<file path="config.mk">
export PLATFORM = sky130hd
export DESIGN_NAME = mbd_decoder
export DESIGN_NICKNAME = d
export VERILOG_FILES = /design/src/core/mbd_pkg.sv /design/src/core/mbd_exec_if.sv /design/src/core/mbd_state_timer.sv /design/src/core/mbd_bit_alu.sv /design/src/core/mbd_decoder.sv
export SDC_FILE = /design/constraint.sdc
export NUM_CORES = 1
export LEC_CHECK = 0
export ABC_AREA = 1
export BUFFER_PORTS_ARGS = -buffer_cell sky130_fd_sc_hd__buf_4
export CAP_MARGIN = 15
export CORE_MARGIN = 8
export CORE_UTILIZATION = 25
export DETAILED_ROUTE_END_ITERATION = 10
export PLACE_DENSITY = 0.37
export SETUP_SLACK_MARGIN = 0.4
export SLEW_MARGIN = 15
export SYNTH_ARGS = -nofsm -noshare
export SYNTH_HDL_FRONTEND = slang
export SYNTH_HIERARCHICAL = 1
export SYNTH_SLANG_ARGS = --single-unit
</file>
<file path="constraint.sdc">
create_clock -name clk -period 9.2 [get_ports clk]
set_input_delay 1.38 -clock clk [delete_from_list [all_inputs] [get_ports clk]]
set_output_delay 1.38 -clock clk [all_outputs]
set_load 0.02 [all_outputs]
</file>
<file path="src/core/mbd_pkg.sv">
// Purpose: shared types and timing constants for the move/bit/branch decoder
// Assumes: one state is a fixed number of core clock cycles
// Notes: instruction classes are pre-decoded by the prefetch queue
package mbd_pkg;
  localparam int PC_W = 24;
  localparam int DATA_W = 32;
  localparam int OPND_W = 16;
  localparam int CNT_W = 5;
  localparam int CLK_PER_STATE = 2;
  // Extra states on top of the table value
  localparam logic [4:0] TAKEN_EXTRA = 5'h03;
  localparam logic [4:0] IO_RD_EXTRA = 5'h01;
  localparam logic [4:0] SFR_RD_EXTRA = 5'h02;
  localparam logic [4:0] IO_WR_EXTRA = 5'h02;
  localparam logic [4:0] SFR_WR_EXTRA = 5'h03;
  localparam logic [4:0] IO_DEC_EXTRA = 5'h02;
  localparam logic [15:0] UPPER_ONES = 16'hFFFF;
  localparam logic [15:0] UPPER_ZEROS = 16'h0000;

  typedef enum logic [6:0] {
    OP_MV_B, OP_MV_W, OP_MV_D, OP_IMM_B, OP_IMM_W, OP_IMM_DZ, OP_IMM_DO,
    OP_LDS_B, OP_LDS_W, OP_LDS_D, OP_LDL_B, OP_LDL_W, OP_LDL_D,
    OP_LDI_BW, OP_LDI_BD, OP_LDI_WW, OP_LDI_WD,
    OP_STS_B, OP_STS_W, OP_STS_D, OP_STL_B, OP_STL_W, OP_STL_D,
    OP_STI_BW, OP_STI_BD, OP_STI_WW, OP_STI_WD,
    OP_LDX_BW, OP_LDX_WW, OP_LDX_BD,
    OP_CF_CLEAR, OP_CF_SET, OP_CF_INV,
    OP_BIT0_L, OP_BIT0_X, OP_BIT1_L, OP_BIT1_X, OP_BITN_L, OP_BITN_X,
    OP_AND_L, OP_AND_X, OP_ANDN_L, OP_ANDN_X,
    OP_OR_L, OP_OR_X, OP_ORN_L, OP_ORN_X,
    OP_B2C_L, OP_B2C_X, OP_C2B_L, OP_C2B_X,
    OP_BR_ZERO, OP_BR_NZERO, OP_BR_HI_L, OP_BR_HI_X, OP_BR_LO_L, OP_BR_LO_X,
    OP_BR_TC_L, OP_BR_TC_X, OP_BR_CMP, OP_BR_DEC_R, OP_BR_DEC_D
  } mbd_op_t;

  typedef enum logic [1:0] {TGT_MEM, TGT_IO, TGT_SFR} mbd_tgt_t;
  typedef enum logic [1:0] {ADJ_SAME, ADJ_LESS, ADJ_MORE} mbd_adj_t;
  typedef enum logic [1:0] {EX_NONE, EX_BIT_RD, EX_BIT_WR, EX_DEC_IO} mbd_ext_t;

  // One row of the timing table, binary mode figures
  typedef struct packed {
    logic [2:0] bytes;
    logic [3:0] states;
    mbd_adj_t adj;
    logic branch;
    mbd_ext_t ext;
  } mbd_row_t;
endpackage

</file>
<file path="src/core/mbd_exec_if.sv">
// Purpose: carrier between sequencer, operand unit and state timer
// Assumes: all parties on one clock
// Notes: operand unit is purely combinational
`timescale 1ns/1ns
interface mbd_exec_if;
  import mbd_pkg::*;
  mbd_op_t op;
  logic carry;
  logic bit_in;
  logic [7:0] acc;
  logic [OPND_W-1:0] opnd_a;
  logic [OPND_W-1:0] opnd_b;
  logic cond;
  logic carry_we;
  logic carry_out;
  logic bit_we;
  logic bit_out;
  logic res_we;
  logic [DATA_W-1:0] res;
  logic start;
  logic [CNT_W-1:0] states;
  logic done;
  modport seq (output op, carry, bit_in, acc, opnd_a, opnd_b, start, states,
    input cond, carry_we, carry_out, bit_we, bit_out, res_we, res, done);
  modport alu (input op, carry, bit_in, acc, opnd_a, opnd_b,
    output cond, carry_we, carry_out, bit_we, bit_out, res_we, res);
  modport timer (input start, states, output done);
endinterface

</file>
<file path="src/core/mbd_state_timer.sv">
// Purpose: counts a number of states, each a fixed number of clocks
// Assumes: start is a one-cycle pulse with states of at least one
// Notes: done pulses once, the clock after the last state ends
`timescale 1ns/1ns
module mbd_state_timer #(
  parameter int CLKS = mbd_pkg::CLK_PER_STATE // Clocks per state
) (
  input wire logic clk, // Core clock
  input wire logic resetn, // Async reset, active low
  mbd_exec_if.timer t // Start, count and done
);
  import mbd_pkg::*;
  typedef struct packed {
    logic [CNT_W-1:0] left;
    logic [3:0] phase;
    logic run;
    logic done;
  } mbd_tmr_t;
  mbd_tmr_t s, next_s;

  if (CLKS < 1 || CLKS > 16) begin : g_bad_clks
    $error("CLKS out of range");
  end

  always_comb begin
    next_s = s;
    next_s.done = 1'b0;
    if (t.start) begin
      next_s.left = t.states;
      next_s.phase = 4'h0;
      next_s.run = 1'b1;
    end else if (s.run) begin
      next_s.phase = s.phase + 4'h1;
      if (s.phase == 4'(CLKS - 1)) begin
        next_s.phase = 4'h0;
        next_s.left = s.left - 5'h01;
        if (s.left == 5'h01) begin
          next_s.run = 1'b0;
          next_s.done = 1'b1;
        end
      end
    end
  end

  always_ff @(posedge clk or negedge resetn) begin
    if (!resetn) s <= '0;
    else s <= next_s;
  end

  assign t.done = s.done;
endmodule

</file>
<file path="src/core/mbd_bit_alu.sv">
// Purpose: operand results, carry and branch condition per class
// Assumes: operands are held stable by the sequencer
// Notes: byte compare and decrement use the low eight bits
`timescale 1ns/1ns
module mbd_bit_alu (
  mbd_exec_if.alu x // Operands in, results out
);
  import mbd_pkg::*;
  logic [7:0] dec;

  always_comb begin
    dec = x.opnd_a[7:0] - 8'h01;
    x.cond = 1'b0;
    x.carry_we = 1'b0;
    x.carry_out = x.carry;
    x.bit_we = 1'b0;
    x.bit_out = x.bit_in;
    x.res_we = 1'b0;
    x.res = {UPPER_ZEROS, x.opnd_a};
    unique case (x.op)
      // Upper half filled with zeros or ones
      OP_IMM_DZ: x.res_we = 1'b1;
      OP_IMM_DO: begin
        x.res_we = 1'b1;
        x.res = {UPPER_ONES, x.opnd_a};
      end
      OP_CF_CLEAR: {x.carry_we, x.carry_out} = 2'b10;
      OP_CF_SET: {x.carry_we, x.carry_out} = 2'b11;
      OP_CF_INV: {x.carry_we, x.carry_out} = {1'b1, ~x.carry};
      OP_BIT0_L, OP_BIT0_X: {x.bit_we, x.bit_out} = 2'b10;
      OP_BIT1_L, OP_BIT1_X: {x.bit_we, x.bit_out} = 2'b11;
      OP_BITN_L, OP_BITN_X: {x.bit_we, x.bit_out} = {1'b1, ~x.bit_in};
      OP_AND_L, OP_AND_X: {x.carry_we, x.carry_out} = {1'b1, x.carry & x.bit_in};
      OP_ANDN_L, OP_ANDN_X: {x.carry_we, x.carry_out} = {1'b1, x.carry & ~x.bit_in};
      OP_OR_L, OP_OR_X: {x.carry_we, x.carry_out} = {1'b1, x.carry | x.bit_in};
      OP_ORN_L, OP_ORN_X: {x.carry_we, x.carry_out} = {1'b1, x.carry | ~x.bit_in};
      OP_B2C_L, OP_B2C_X: {x.carry_we, x.carry_out} = {1'b1, x.bit_in};
      OP_C2B_L, OP_C2B_X: {x.bit_we, x.bit_out} = {1'b1, x.carry};
      OP_BR_ZERO: x.cond = (x.acc == 8'h00);
      OP_BR_NZERO: x.cond = (x.acc != 8'h00);
      OP_BR_HI_L, OP_BR_HI_X: x.cond = x.bit_in;
      OP_BR_LO_L, OP_BR_LO_X: x.cond = ~x.bit_in;
      // Clear only when set, then jump
      OP_BR_TC_L, OP_BR_TC_X: begin
        x.cond = x.bit_in;
        x.bit_we = x.bit_in;
        x.bit_out = 1'b0;
      end
      // Carry from less-than, jump on unequal
      OP_BR_CMP: begin
        x.cond = (x.opnd_a[7:0] != x.opnd_b[7:0]);
        x.carry_we = 1'b1;
        x.carry_out = (x.opnd_a[7:0] < x.opnd_b[7:0]);
      end
      OP_BR_DEC_R, OP_BR_DEC_D: begin
        x.cond = (dec != 8'h00);
        x.res_we = 1'b1;
        x.res = {24'h000000, dec};
      end
      default: x.res_we = (x.op <= OP_LDX_BD);
    endcase
  end
endmodule

</file>
<file path="src/core/mbd_decoder.sv">
// Purpose: length, state timing and effects of move, bit and branch classes
// Assumes: prefetch queue hands over pre-decoded classes and operands
// Notes: the datapath writes results back; this block only times and computes
`timescale 1ns/1ns
// Behaviour
// - Byte and word register moves: 3 bytes 2 states, source 2 bytes 1 state.
// - Doubleword register move: 3 bytes 3 states, source 2 bytes 2 states.
// - Byte immediate 4/3 or 3/2; word immediate 5/3 or 4/2 bytes/states.
// - Doubleword immediate, zero or one extended: 5/5 binary, 4/4 source.
// - Short direct loads 4 bytes: byte 3, word 4, dword 6; source one less.
// - Long direct loads 5 bytes: byte 3, word 4, dword 6; source one less.
// - Indirect loads 4 bytes: 3, 4, 4, 5 states; source one less each.
// - Short direct stores 4 bytes: byte 4, word 5, dword 7; source one less.
// - Long direct stores 5 bytes: byte 4, word 5, dword 7; source one less.
// - Indirect stores 4 bytes: 4, 5, 5, 6 states; source one less each.
// - Displacement loads 5 bytes: 6, 7, 7 states; source one less each.
// - Carry ops 1 byte 1 state; legacy bit 2/2; extended bit 4/4 or 3/3.
// - Carry logic with bit: legacy 2/1; extended 4/3 or 3/2.
// - Carry into bit: legacy 2/2; extended 4/4 or 3/3.
// - Bit reads and bit-test branches: I/O port +1, peripheral register +2.
// - Bit writes: I/O port +2 states, peripheral register +3 states.
// - Branch: PC advances by length, offset added only when condition holds.
// - Zero and legacy bit-test branches take 2 states, 5 when taken; extended bit-test 4/7 binary, 3/6 source.
// - Test-and-clear: legacy 4/7, extended 7/10 binary, 6/9 source.
// - Compare branch sets carry on less-than; 2/5 binary, 3/6 source.
// - Decrement branch: register 2/5 or 3/6; direct 3/6, I/O +2.
// - One state is exactly two core clock cycles.
module mbd_decoder (
  input wire logic clk, // Core clock, 100 MHz
  input wire logic resetn, // Async reset, active low
  input wire logic src_mode, // 1 selects source encoding
  input wire logic instr_valid, // Class and operands presented
  input wire mbd_pkg::mbd_op_t op_class, // Pre-decoded class
  input wire mbd_pkg::mbd_tgt_t target_kind, // Bit or direct operand space
  input wire logic [mbd_pkg::PC_W-1:0] pc_in, // Address of this instruction
  input wire logic [7:0] rel_in, // Signed relative offset
  input wire logic [7:0] acc_in, // Main operand register
  input wire logic [mbd_pkg::OPND_W-1:0] opnd_a, // First source operand
  input wire logic [mbd_pkg::OPND_W-1:0] opnd_b, // Second source operand
  input wire logic bit_in, // Addressed bit value
  output logic instr_ready, // Free to take a class
  output logic decode_valid, // Length and base states valid
  output logic [2:0] instr_len, // Length in bytes
  output logic [3:0] base_states, // Base (not taken) state count
  output logic exec_done, // Execution finished
  output logic branch_taken, // Condition held
  output logic [mbd_pkg::PC_W-1:0] next_pc, // Following instruction address
  output logic carry_flag, // Carry flag
  output logic bit_we, // Write bit_val to the bit
  output logic bit_val, // Value for the bit
  output logic result_we, // Write result
  output logic [mbd_pkg::DATA_W-1:0] result, // Result word
  output logic illegal_op // Class not recognised
);
  import mbd_pkg::*;

  typedef enum logic [1:0] {ST_IDLE, ST_EVAL, ST_RUN} mbd_seq_t;

  typedef struct packed {
    mbd_seq_t st;
    logic ready;
    logic dec_valid;
    logic [2:0] len;
    logic [3:0] base;
    logic done;
    logic taken;
    logic [PC_W-1:0] npc;
    logic carry;
    logic bwe;
    logic bval;
    logic rwe;
    logic [DATA_W-1:0] res;
    logic illegal;
    logic tstart;
    logic [CNT_W-1:0] tstates;
    mbd_op_t op;
    mbd_tgt_t tgt;
    logic mode;
    logic [PC_W-1:0] pc;
    logic [7:0] rel;
    logic [7:0] acc;
    logic [OPND_W-1:0] a;
    logic [OPND_W-1:0] b;
    logic bit_v;
  } mbd_state_t;

  mbd_state_t s, next_s;
  mbd_row_t row;
  logic [2:0] len_m;
  logic [4:0] base_m;
  logic [4:0] extra;
  logic [4:0] total;

  mbd_exec_if x ();

  // Operands reach the helpers from the captured copy
  assign x.op = s.op;
  assign x.carry = s.carry;
  assign x.bit_in = s.bit_v;
  assign x.acc = s.acc;
  assign x.opnd_a = s.a;
  assign x.opnd_b = s.b;
  assign x.start = s.tstart;
  assign x.states = s.tstates;

  mbd_bit_alu u_alu (
    .x (x.alu)
  );

  mbd_state_timer #(
    .CLKS (CLK_PER_STATE)
  ) u_timer (
    .clk (clk),
    .resetn (resetn),
    .t (x.timer)
  );

  // Timing table, binary-mode figures; zero bytes marks an unknown class
  function automatic mbd_row_t row_of(input mbd_op_t op);
    mbd_row_t r;
    r = '0;
    unique case (op)
      OP_MV_B, OP_MV_W: r = '{3'h3, 4'h2, ADJ_LESS, 1'b0, EX_NONE};
      OP_MV_D: r = '{3'h3, 4'h3, ADJ_LESS, 1'b0, EX_NONE};
      OP_IMM_B: r = '{3'h4, 4'h3, ADJ_LESS, 1'b0, EX_NONE};
      OP_IMM_W: r = '{3'h5, 4'h3, ADJ_LESS, 1'b0, EX_NONE};
      OP_IMM_DZ, OP_IMM_DO: r = '{3'h5, 4'h5, ADJ_LESS, 1'b0, EX_NONE};
      OP_LDS_B: r = '{3'h4, 4'h3, ADJ_LESS, 1'b0, EX_NONE};
      OP_LDS_W: r = '{3'h4, 4'h4, ADJ_LESS, 1'b0, EX_NONE};
      OP_LDS_D: r = '{3'h4, 4'h6, ADJ_LESS, 1'b0, EX_NONE};
      OP_LDL_B: r = '{3'h5, 4'h3, ADJ_LESS, 1'b0, EX_NONE};
      OP_LDL_W: r = '{3'h5, 4'h4, ADJ_LESS, 1'b0, EX_NONE};
      OP_LDL_D: r = '{3'h5, 4'h6, ADJ_LESS, 1'b0, EX_NONE};
      OP_LDI_BW: r = '{3'h4, 4'h3, ADJ_LESS, 1'b0, EX_NONE};
      OP_LDI_BD, OP_LDI_WW: r = '{3'h4, 4'h4, ADJ_LESS, 1'b0, EX_NONE};
      OP_LDI_WD: r = '{3'h4, 4'h5, ADJ_LESS, 1'b0, EX_NONE};
      OP_STS_B: r = '{3'h4, 4'h4, ADJ_LESS, 1'b0, EX_NONE};
      OP_STS_W: r = '{3'h4, 4'h5, ADJ_LESS, 1'b0, EX_NONE};
      OP_STS_D: r = '{3'h4, 4'h7, ADJ_LESS, 1'b0, EX_NONE};
      OP_STL_B: r = '{3'h5, 4'h4, ADJ_LESS, 1'b0, EX_NONE};
      OP_STL_W: r = '{3'h5, 4'h5, ADJ_LESS, 1'b0, EX_NONE};
      OP_STL_D: r = '{3'h5, 4'h7, ADJ_LESS, 1'b0, EX_NONE};
      OP_STI_BW: r = '{3'h4, 4'h4, ADJ_LESS, 1'b0, EX_NONE};
      OP_STI_BD, OP_STI_WW: r = '{3'h4, 4'h5, ADJ_LESS, 1'b0, EX_NONE};
      OP_STI_WD: r = '{3'h4, 4'h6, ADJ_LESS, 1'b0, EX_NONE};
      OP_LDX_BW: r = '{3'h5, 4'h6, ADJ_LESS, 1'b0, EX_NONE};
      OP_LDX_WW, OP_LDX_BD: r = '{3'h5, 4'h7, ADJ_LESS, 1'b0, EX_NONE};
      // Carry and bit set, clear, complement
      OP_CF_CLEAR, OP_CF_SET, OP_CF_INV:
        r = '{3'h1, 4'h1, ADJ_SAME, 1'b0, EX_NONE};
      OP_BIT0_L, OP_BIT1_L, OP_BITN_L:
        r = '{3'h2, 4'h2, ADJ_SAME, 1'b0, EX_BIT_WR};
      OP_BIT0_X, OP_BIT1_X, OP_BITN_X:
        r = '{3'h4, 4'h4, ADJ_LESS, 1'b0, EX_BIT_WR};
      OP_AND_L, OP_ANDN_L, OP_OR_L, OP_ORN_L, OP_B2C_L:
        r = '{3'h2, 4'h1, ADJ_SAME, 1'b0, EX_BIT_RD};
      OP_AND_X, OP_ANDN_X, OP_OR_X, OP_ORN_X, OP_B2C_X:
        r = '{3'h4, 4'h3, ADJ_LESS, 1'b0, EX_BIT_RD};
      OP_C2B_L: r = '{3'h2, 4'h2, ADJ_SAME, 1'b0, EX_BIT_WR};
      OP_C2B_X: r = '{3'h4, 4'h4, ADJ_LESS, 1'b0, EX_BIT_WR};
      OP_BR_ZERO, OP_BR_NZERO: r = '{3'h2, 4'h2, ADJ_SAME, 1'b1, EX_NONE};
      OP_BR_HI_L, OP_BR_LO_L: r = '{3'h3, 4'h2, ADJ_SAME, 1'b1, EX_BIT_RD};
      OP_BR_HI_X, OP_BR_LO_X: r = '{3'h5, 4'h4, ADJ_LESS, 1'b1, EX_BIT_RD};
      OP_BR_TC_L: r = '{3'h3, 4'h4, ADJ_SAME, 1'b1, EX_BIT_WR};
      OP_BR_TC_X: r = '{3'h5, 4'h7, ADJ_LESS, 1'b1, EX_BIT_WR};
      OP_BR_CMP: r = '{3'h3, 4'h2, ADJ_MORE, 1'b1, EX_NONE};
      OP_BR_DEC_R: r = '{3'h2, 4'h2, ADJ_MORE, 1'b1, EX_NONE};
      OP_BR_DEC_D: r = '{3'h3, 4'h3, ADJ_SAME, 1'b1, EX_DEC_IO};
      default: r = '0;
    endcase
    return r;
  endfunction

  // Mode-adjusted length and state count of the captured class
  always_comb begin
    row = row_of(s.op);
    len_m = row.bytes;
    base_m = {1'b0, row.states};
    if (s.mode && row.adj == ADJ_LESS) begin
      len_m = row.bytes - 3'h1;
      base_m = {1'b0, row.states} - 5'h01;
    end else if (s.mode && row.adj == ADJ_MORE) begin
      len_m = row.bytes + 3'h1;
      base_m = {1'b0, row.states} + 5'h01;
    end
  end

  // Penalty for slow operand spaces; the datapath names the space
  always_comb begin
    extra = 5'h00;
    unique case (row.ext)
      EX_BIT_RD: begin
        if (s.tgt == TGT_IO) extra = IO_RD_EXTRA;
        else if (s.tgt == TGT_SFR) extra = SFR_RD_EXTRA;
      end
      EX_BIT_WR: begin
        if (s.tgt == TGT_IO) extra = IO_WR_EXTRA;
        else if (s.tgt == TGT_SFR) extra = SFR_WR_EXTRA;
      end
      // Direct decrement on an I/O port
      EX_DEC_IO: begin
        if (s.tgt == TGT_IO) extra = IO_DEC_EXTRA;
      end
      default: extra = 5'h00;
    endcase
    total = base_m + extra;
    // Taken branches cost three more states
    if (row.branch && x.cond) total = total + TAKEN_EXTRA;
  end

  // Sequencer: capture, evaluate and start the timer, then commit
  always_comb begin
    next_s = s;
    next_s.dec_valid = 1'b0;
    next_s.done = 1'b0;
    next_s.tstart = 1'b0;
    next_s.bwe = 1'b0;
    next_s.rwe = 1'b0;
    unique case (s.st)
      ST_IDLE: begin
        if (instr_valid) begin
          next_s.ready = 1'b0;
          next_s.op = op_class;
          next_s.tgt = target_kind;
          next_s.mode = src_mode;
          next_s.pc = pc_in;
          next_s.rel = rel_in;
          next_s.acc = acc_in;
          next_s.a = opnd_a;
          next_s.b = opnd_b;
          next_s.bit_v = bit_in;
          next_s.st = ST_EVAL;
        end
      end
      ST_EVAL: begin
        if (row.bytes == 3'h0) begin
          // Unknown class: flag it and free the port at once
          next_s.illegal = 1'b1;
          next_s.done = 1'b1;
          next_s.taken = 1'b0;
          next_s.npc = s.pc;
          next_s.ready = 1'b1;
          next_s.st = ST_IDLE;
        end else begin
          next_s.illegal = 1'b0;
          next_s.dec_valid = 1'b1;
          next_s.len = len_m;
          next_s.base = base_m[3:0];
          // Advance by length, add offset if taken
          next_s.taken = row.branch && x.cond;
          next_s.npc = s.pc + PC_W'(len_m);
          if (row.branch && x.cond) begin
            next_s.npc = s.pc + PC_W'(len_m) + {{(PC_W - 8){s.rel[7]}}, s.rel};
          end
          // Timer spends two clocks per state
          next_s.tstart = 1'b1;
          next_s.tstates = total;
          next_s.st = ST_RUN;
        end
      end
      ST_RUN: begin
        if (x.done) begin
          next_s.done = 1'b1;
          next_s.bwe = x.bit_we;
          next_s.bval = x.bit_out;
          next_s.rwe = x.res_we;
          next_s.res = x.res;
          if (x.carry_we) next_s.carry = x.carry_out;
          next_s.ready = 1'b1;
          next_s.st = ST_IDLE;
        end
      end
    endcase
  end

  // Ready stands high from reset on
  always_ff @(posedge clk or negedge resetn) begin
    if (!resetn) begin
      s <= '0;
      s.ready <= 1'b1;
      s.st <= ST_IDLE;
    end else begin
      s <= next_s;
    end
  end

  // Every output is a flip-flop of the state record
  assign instr_ready = s.ready;
  assign decode_valid = s.dec_valid;
  assign instr_len = s.len;
  assign base_states = s.base;
  assign exec_done = s.done;
  assign branch_taken = s.taken;
  assign next_pc = s.npc;
  assign carry_flag = s.carry;
  assign bit_we = s.bwe;
  assign bit_val = s.bval;
  assign result_we = s.rwe;
  assign result = s.res;
  assign illegal_op = s.illegal;
endmodule

</file>
After elaboration in Yosys (flattened, before gate mapping)
Memories as Yosys holds them, arrays and structs flattened. Index checks and enable logic that the tools add are counted.

Register bits: 166. Bits in read-only memories: 704. Bits of input ports: 86. Output and inout bits: 72. Logic and storage cells: 174. Memories kept: 1.

Add/sub/neg operators: 11. Order comparisons: 2. Eq/ne operators: 49. Muxes and demuxes: 40. Bitwise operators: 7. Reduce and logical (&&, ||, !) cells: 35.

Memory list: (name not given) (depth 64, bits a word 11, read ports 1, clocked after memory_dff 0, wr ports 0, line mbd_decoder.sv:122) `unique case (op)`.

Operator list (count): $eq A7 B6 Y1 const B (30); $mux W35 (2); $pmux W32 S2 (1); $reduce_or A30 Y1 (1); $mux W25 (1); $add A24 B24 Y24 (1); $add A24 B3 Y24 (1); $mux W24 (1); $mux W11 (2); $reduce_or A2 Y1 (11); $mux W8 (2); $reduce_bool A8 Y1 (2); $mux W5 (3); $pmux W5 S3 (1); $eq A7 B3 Y1 const B (2); $eq A7 B5 Y1 const B (2); $mux W2 (7); $reduce_or A14 Y1 (1); $mux W12 (1); $mux W3 (4); $mux W6 (2); $reduce_or A4 Y1 (3); $eq A2 B2 Y1 const B (5); $mux W10 (1); other kinds (36) (57).

Longest topological paths before layout
An unclocked memory read counts as a cell.

Word-level depth: 11. Mapped depth: 37. Mapped depth without buffers: 37.

By module
Netlist, hierarchy kept.

Modules (own cells, without submodules): mbd_decoder (times used 1, cells each 1204, area an instance 9867.0 µm², seq. area each 4055.1 µm²); mbd_bit_alu (times used 1, cells each 239, area an instance 1172.4 µm², seq. area each 0.0 µm²); mbd_state_timer (times used 1, cells each 76, area an instance 626.9 µm², seq. area each 275.3 µm²).

Least setup slack after synthesis
No wires, ideal clock.

Kind: register -> register. From: reg s (netlist bit x.op[1]). To: reg s (netlist bit next_pc[23]). Library setup time: 124 ps. Arrival: 5085 ps. Path slack: 3991 ps. Stages on the path, launching flop included: 37. Path buffers: 0. Clock period less this slack: 5209 ps. Cell sequence: dfrtp_1 -> inv_1 -> ha_1 -> nor2_2 -> o21ai_0 -> o21ai_0 -> nor2_1 -> a311oi_1 -> nor3_2 -> ha_1 -> o21ai_0 -> nand2_1 -> o21ai_0 -> fa_1 -> o21ai_2 -> nand2_1 -> nor2_2 -> nand3_2 -> nor2_1 -> nand2_1 -> nor2_2 -> nand2_1 -> xor2_1 -> inv_1 -> ha_1 -> nand2_1 -> nor2_1 -> nor3b_1 -> nand4_1 -> nand3_1 -> nand2_1 -> nand3_1 -> a21oi_1 -> o21ai_0 -> nand2_1 -> inv_1 -> o21bai_1.

Cells in the longest elaborated chain, start to end: 10. Elaborated cells between the ends (all ways): 31.

Ends and longest elaborated chain: from (decl) (line mbd_decoder.sv:87) `mbd_state_t s, next_s;`; from (signal assigned) (line mbd_decoder.sv:283) `s <= next_s;`; parallel branches: the longest is 9 deep, another holds $add A24 B3 Y24; $mux W25 (*) (line mbd_decoder.sv:236) `if (row.bytes == 3'h0) begin`.

Every way passes the cells marked *. A chain may end at the register's enable or synchronous reset.

Worst setup path after layout
Same ends and word-level chain as after synthesis.

==> flow_summary.toml <==
[die]
dieArea_um2 = 52600
coreArea_um2 = 45200
io_pins = 158
die_h_um = 229
die_w_um = 229
rows = 78
initial_core_util = 0.252

[sta]
fmax_mhz = 152
relSlewSlack = 0.386
rsz0062_at_grt = "false"
slew_viol_final = 0
clock_skew_ns = 0.0185
timing.setup.tns_ns = 0
post-route-min-period_ns = 6.57
hold_violations = 0
setup_viol = 0
tightest_slew_ns = 0.921
post-route-period-util = 0.714

[setup_path]
crit_slowest_cell = "dfrtp_1"
worstSetupPathType = "reg2reg"
critical_path_arrival_ns = 6.94
worstPathRequired_ns = 9.58
slowest_delay_ns = 0.73
endpoint_kind = "register"
startpoint_type = "register"
crit_fanout = 14

[global_routing]
grt_max_degree = 72
first_global_vias = 9436
grt_pass1_wl_mm = 56.3
grt_overflow = 0
grt_usage = 0.136
antenna_found_initial = 0

[clock_tree]
cts_buffer_depth = 2
worstSkewPairLatency_ns = 0.47
cts_tree = "built"
clkSinkCount = 165
cts-hold-fix-buffers = 0
post-cts-setup-buffers = 0
htreeDepth = 4
cts_resized = 0
root_buffer = "clkbuf_16"
cts_buffers = 17
clkSlewWorstSetupHoldPaths_ns = 0.07

[routing]
drc = 0
wl_per_cell_um = 16.3
vias = 9506
routed_wirelength_mm = 35.5
drt_iter0_drc = 687
ant_nets = 0
drt-pass1-iter-count = 5
via_per_inst = 4.36

[place]
place.gp.congestion = 0.862
io_buffers = 149
place_hpwl_mm = 27.0

[cells_and_area]
fin_nets = 1720
drive_above_1_share = 0.182
finalCoreUtilization = 0.292
antennaDiodeCount = 0
synthToLayoutAreaGrowth_pct = 16.1

[synth]
syn_nets = 1658
synth_cells = 1503
syn_area_um2 = 11400
yosysWarnings = 6
synth_area_per_cell_um2 = 7.57

[pwr]
peakVddDrop_v = 0.000137
powerDensity_nw_per_um2 = 396
leakage_nw = 6.73

[hold_path]
hp-class = "reg2reg"

[flow_run]
cap_violations = 0

[outcome]
status = "finished clean"
[cells in the final DEF (no fill, tap or decap), types with 2 or more instances in the layout]
cell,instances
inv_8,2
o21ai_1,11
nand2_1,391
a31oi_1,3
a21oi_1,77
nand3_2,6
a21o_1,3
o21bai_1,4
nor3_2,3
a22oi_1,2
fa_1,3
inv_4,2
nand2_4,5
o22ai_1,2
xnor2_1,7
nand3_1,83
clkinv_8,5
clkinv_1,3
clkbuf_16,17
inv_1,168
nand4_1,18
nor3b_1,3
ha_1,66
mux2_2,48
nor2_1,137
xor2_1,24
buf_4,159
inv_6,5
dfrtp_1,164
nand2_2,6
o211ai_1,23
inv_2,8
nor3_1,10
nor4_1,3
o221ai_1,4
o21ai_0,74
nor2_2,7
[through the flow]
step / hold WS, ns / cell area, um^2 / setup WS, ns / cells / power, mW
finish: 0.478 / 13200 / 2.63 / 2178 / 5.23
global route: 0.512 / 13200 / 1.91 / 2178 / 5.79
CTS: 0.481 / 13200 / 2.55 / 2178 / 5.30
detailed placement: 0.464 / 12600 / 2.58 / 2146 / 4.50
global placement: 0.461 / 12600 / 2.65 / 2146 / 4.49
floorplan: 0.449 / 11400 / 3.99 / 1503 / 3.63
[final timing paths]
check                      cells past startpoint                    from  slack [ns]                       to
setup / recovery                              35     x.op[1]$_DFFE_PN0P_        2.63  next_pc[23]$_DFFE_PN0P_
hold / removal                                 2  illegal_op$_DFFE_PN0P_        0.48   illegal_op$_DFFE_PN0P_
setup reg to reg                              35     x.op[1]$_DFFE_PN0P_        2.63  next_pc[23]$_DFFE_PN0P_
hold reg to reg                                2  illegal_op$_DFFE_PN0P_        0.48   illegal_op$_DFFE_PN0P_
max in group asynchronous                      2                  resetn        7.05  x.opnd_a[2]$_DFFE_PN0P_
min in group asynchronous                      1                  resetn        0.84  x.opnd_b[5]$_DFFE_PN0P_
[area by class of cell]
class | count | area, um^2
clock buffers | 18 | 429
clock inverters | 14 | 185
fillers | 4946 | 32000
inverters | 181 | 684
multi-input cells | 1040 | 5820
flip-flops and latches | 165 | 4130
well taps | 600 | 751
repair buffers | 160 | 1200
[flip-flops by register name (all words and copies together) (netlist names), 3 cells and up]
| register | cells |
|---|---|
| x.op | 7 |
| x.opnd_a | 16 |
| x.opnd_b | 8 |
| instr_len | 3 |
| u_timer/s | 10 |
| x.states | 5 |
| result | 32 |
| base_states | 4 |
| next_pc | 24 |
| x.acc | 8 |
| s | 37 |
[per-layer routing]
| layer | up-vias | track usage | part of all wire |
|---|---|---|---|
| met5 | - | 0 | 0 |
| met2 | 133 | 0.201 | 0.43 |
| met1 | 4432 | 0.200 | 0.53 |
| met4 | 0 | 0.0369 | 0.012 |
| met3 | 20 | 0.0227 | 0.027 |
| li1 | 4921 | - | - |
[worst max-delay path: cells and delay by family (launching register included)]
family	cells	cell delay, ns
buf+inv	2	0.40
compound gates	10	1.40
xor+xnor	1	0.19
fa+ha+maj	4	1.45
simple gates	18	2.36
flops	1	0.73
[report_power, final]
| part | total [mW] | switching (mW) | internal, mW | leakage [nW] |
|---|---|---|---|---|
| registers | 1.32 | 0.304 | 1.02 | 2.03 |
| logic | 3.16 | 2.01 | 1.15 | 4.41 |
| clock network | 0.757 | 0.365 | 0.392 | 0.294 |
No activity file was read; power rests on OpenSTA's default activity.
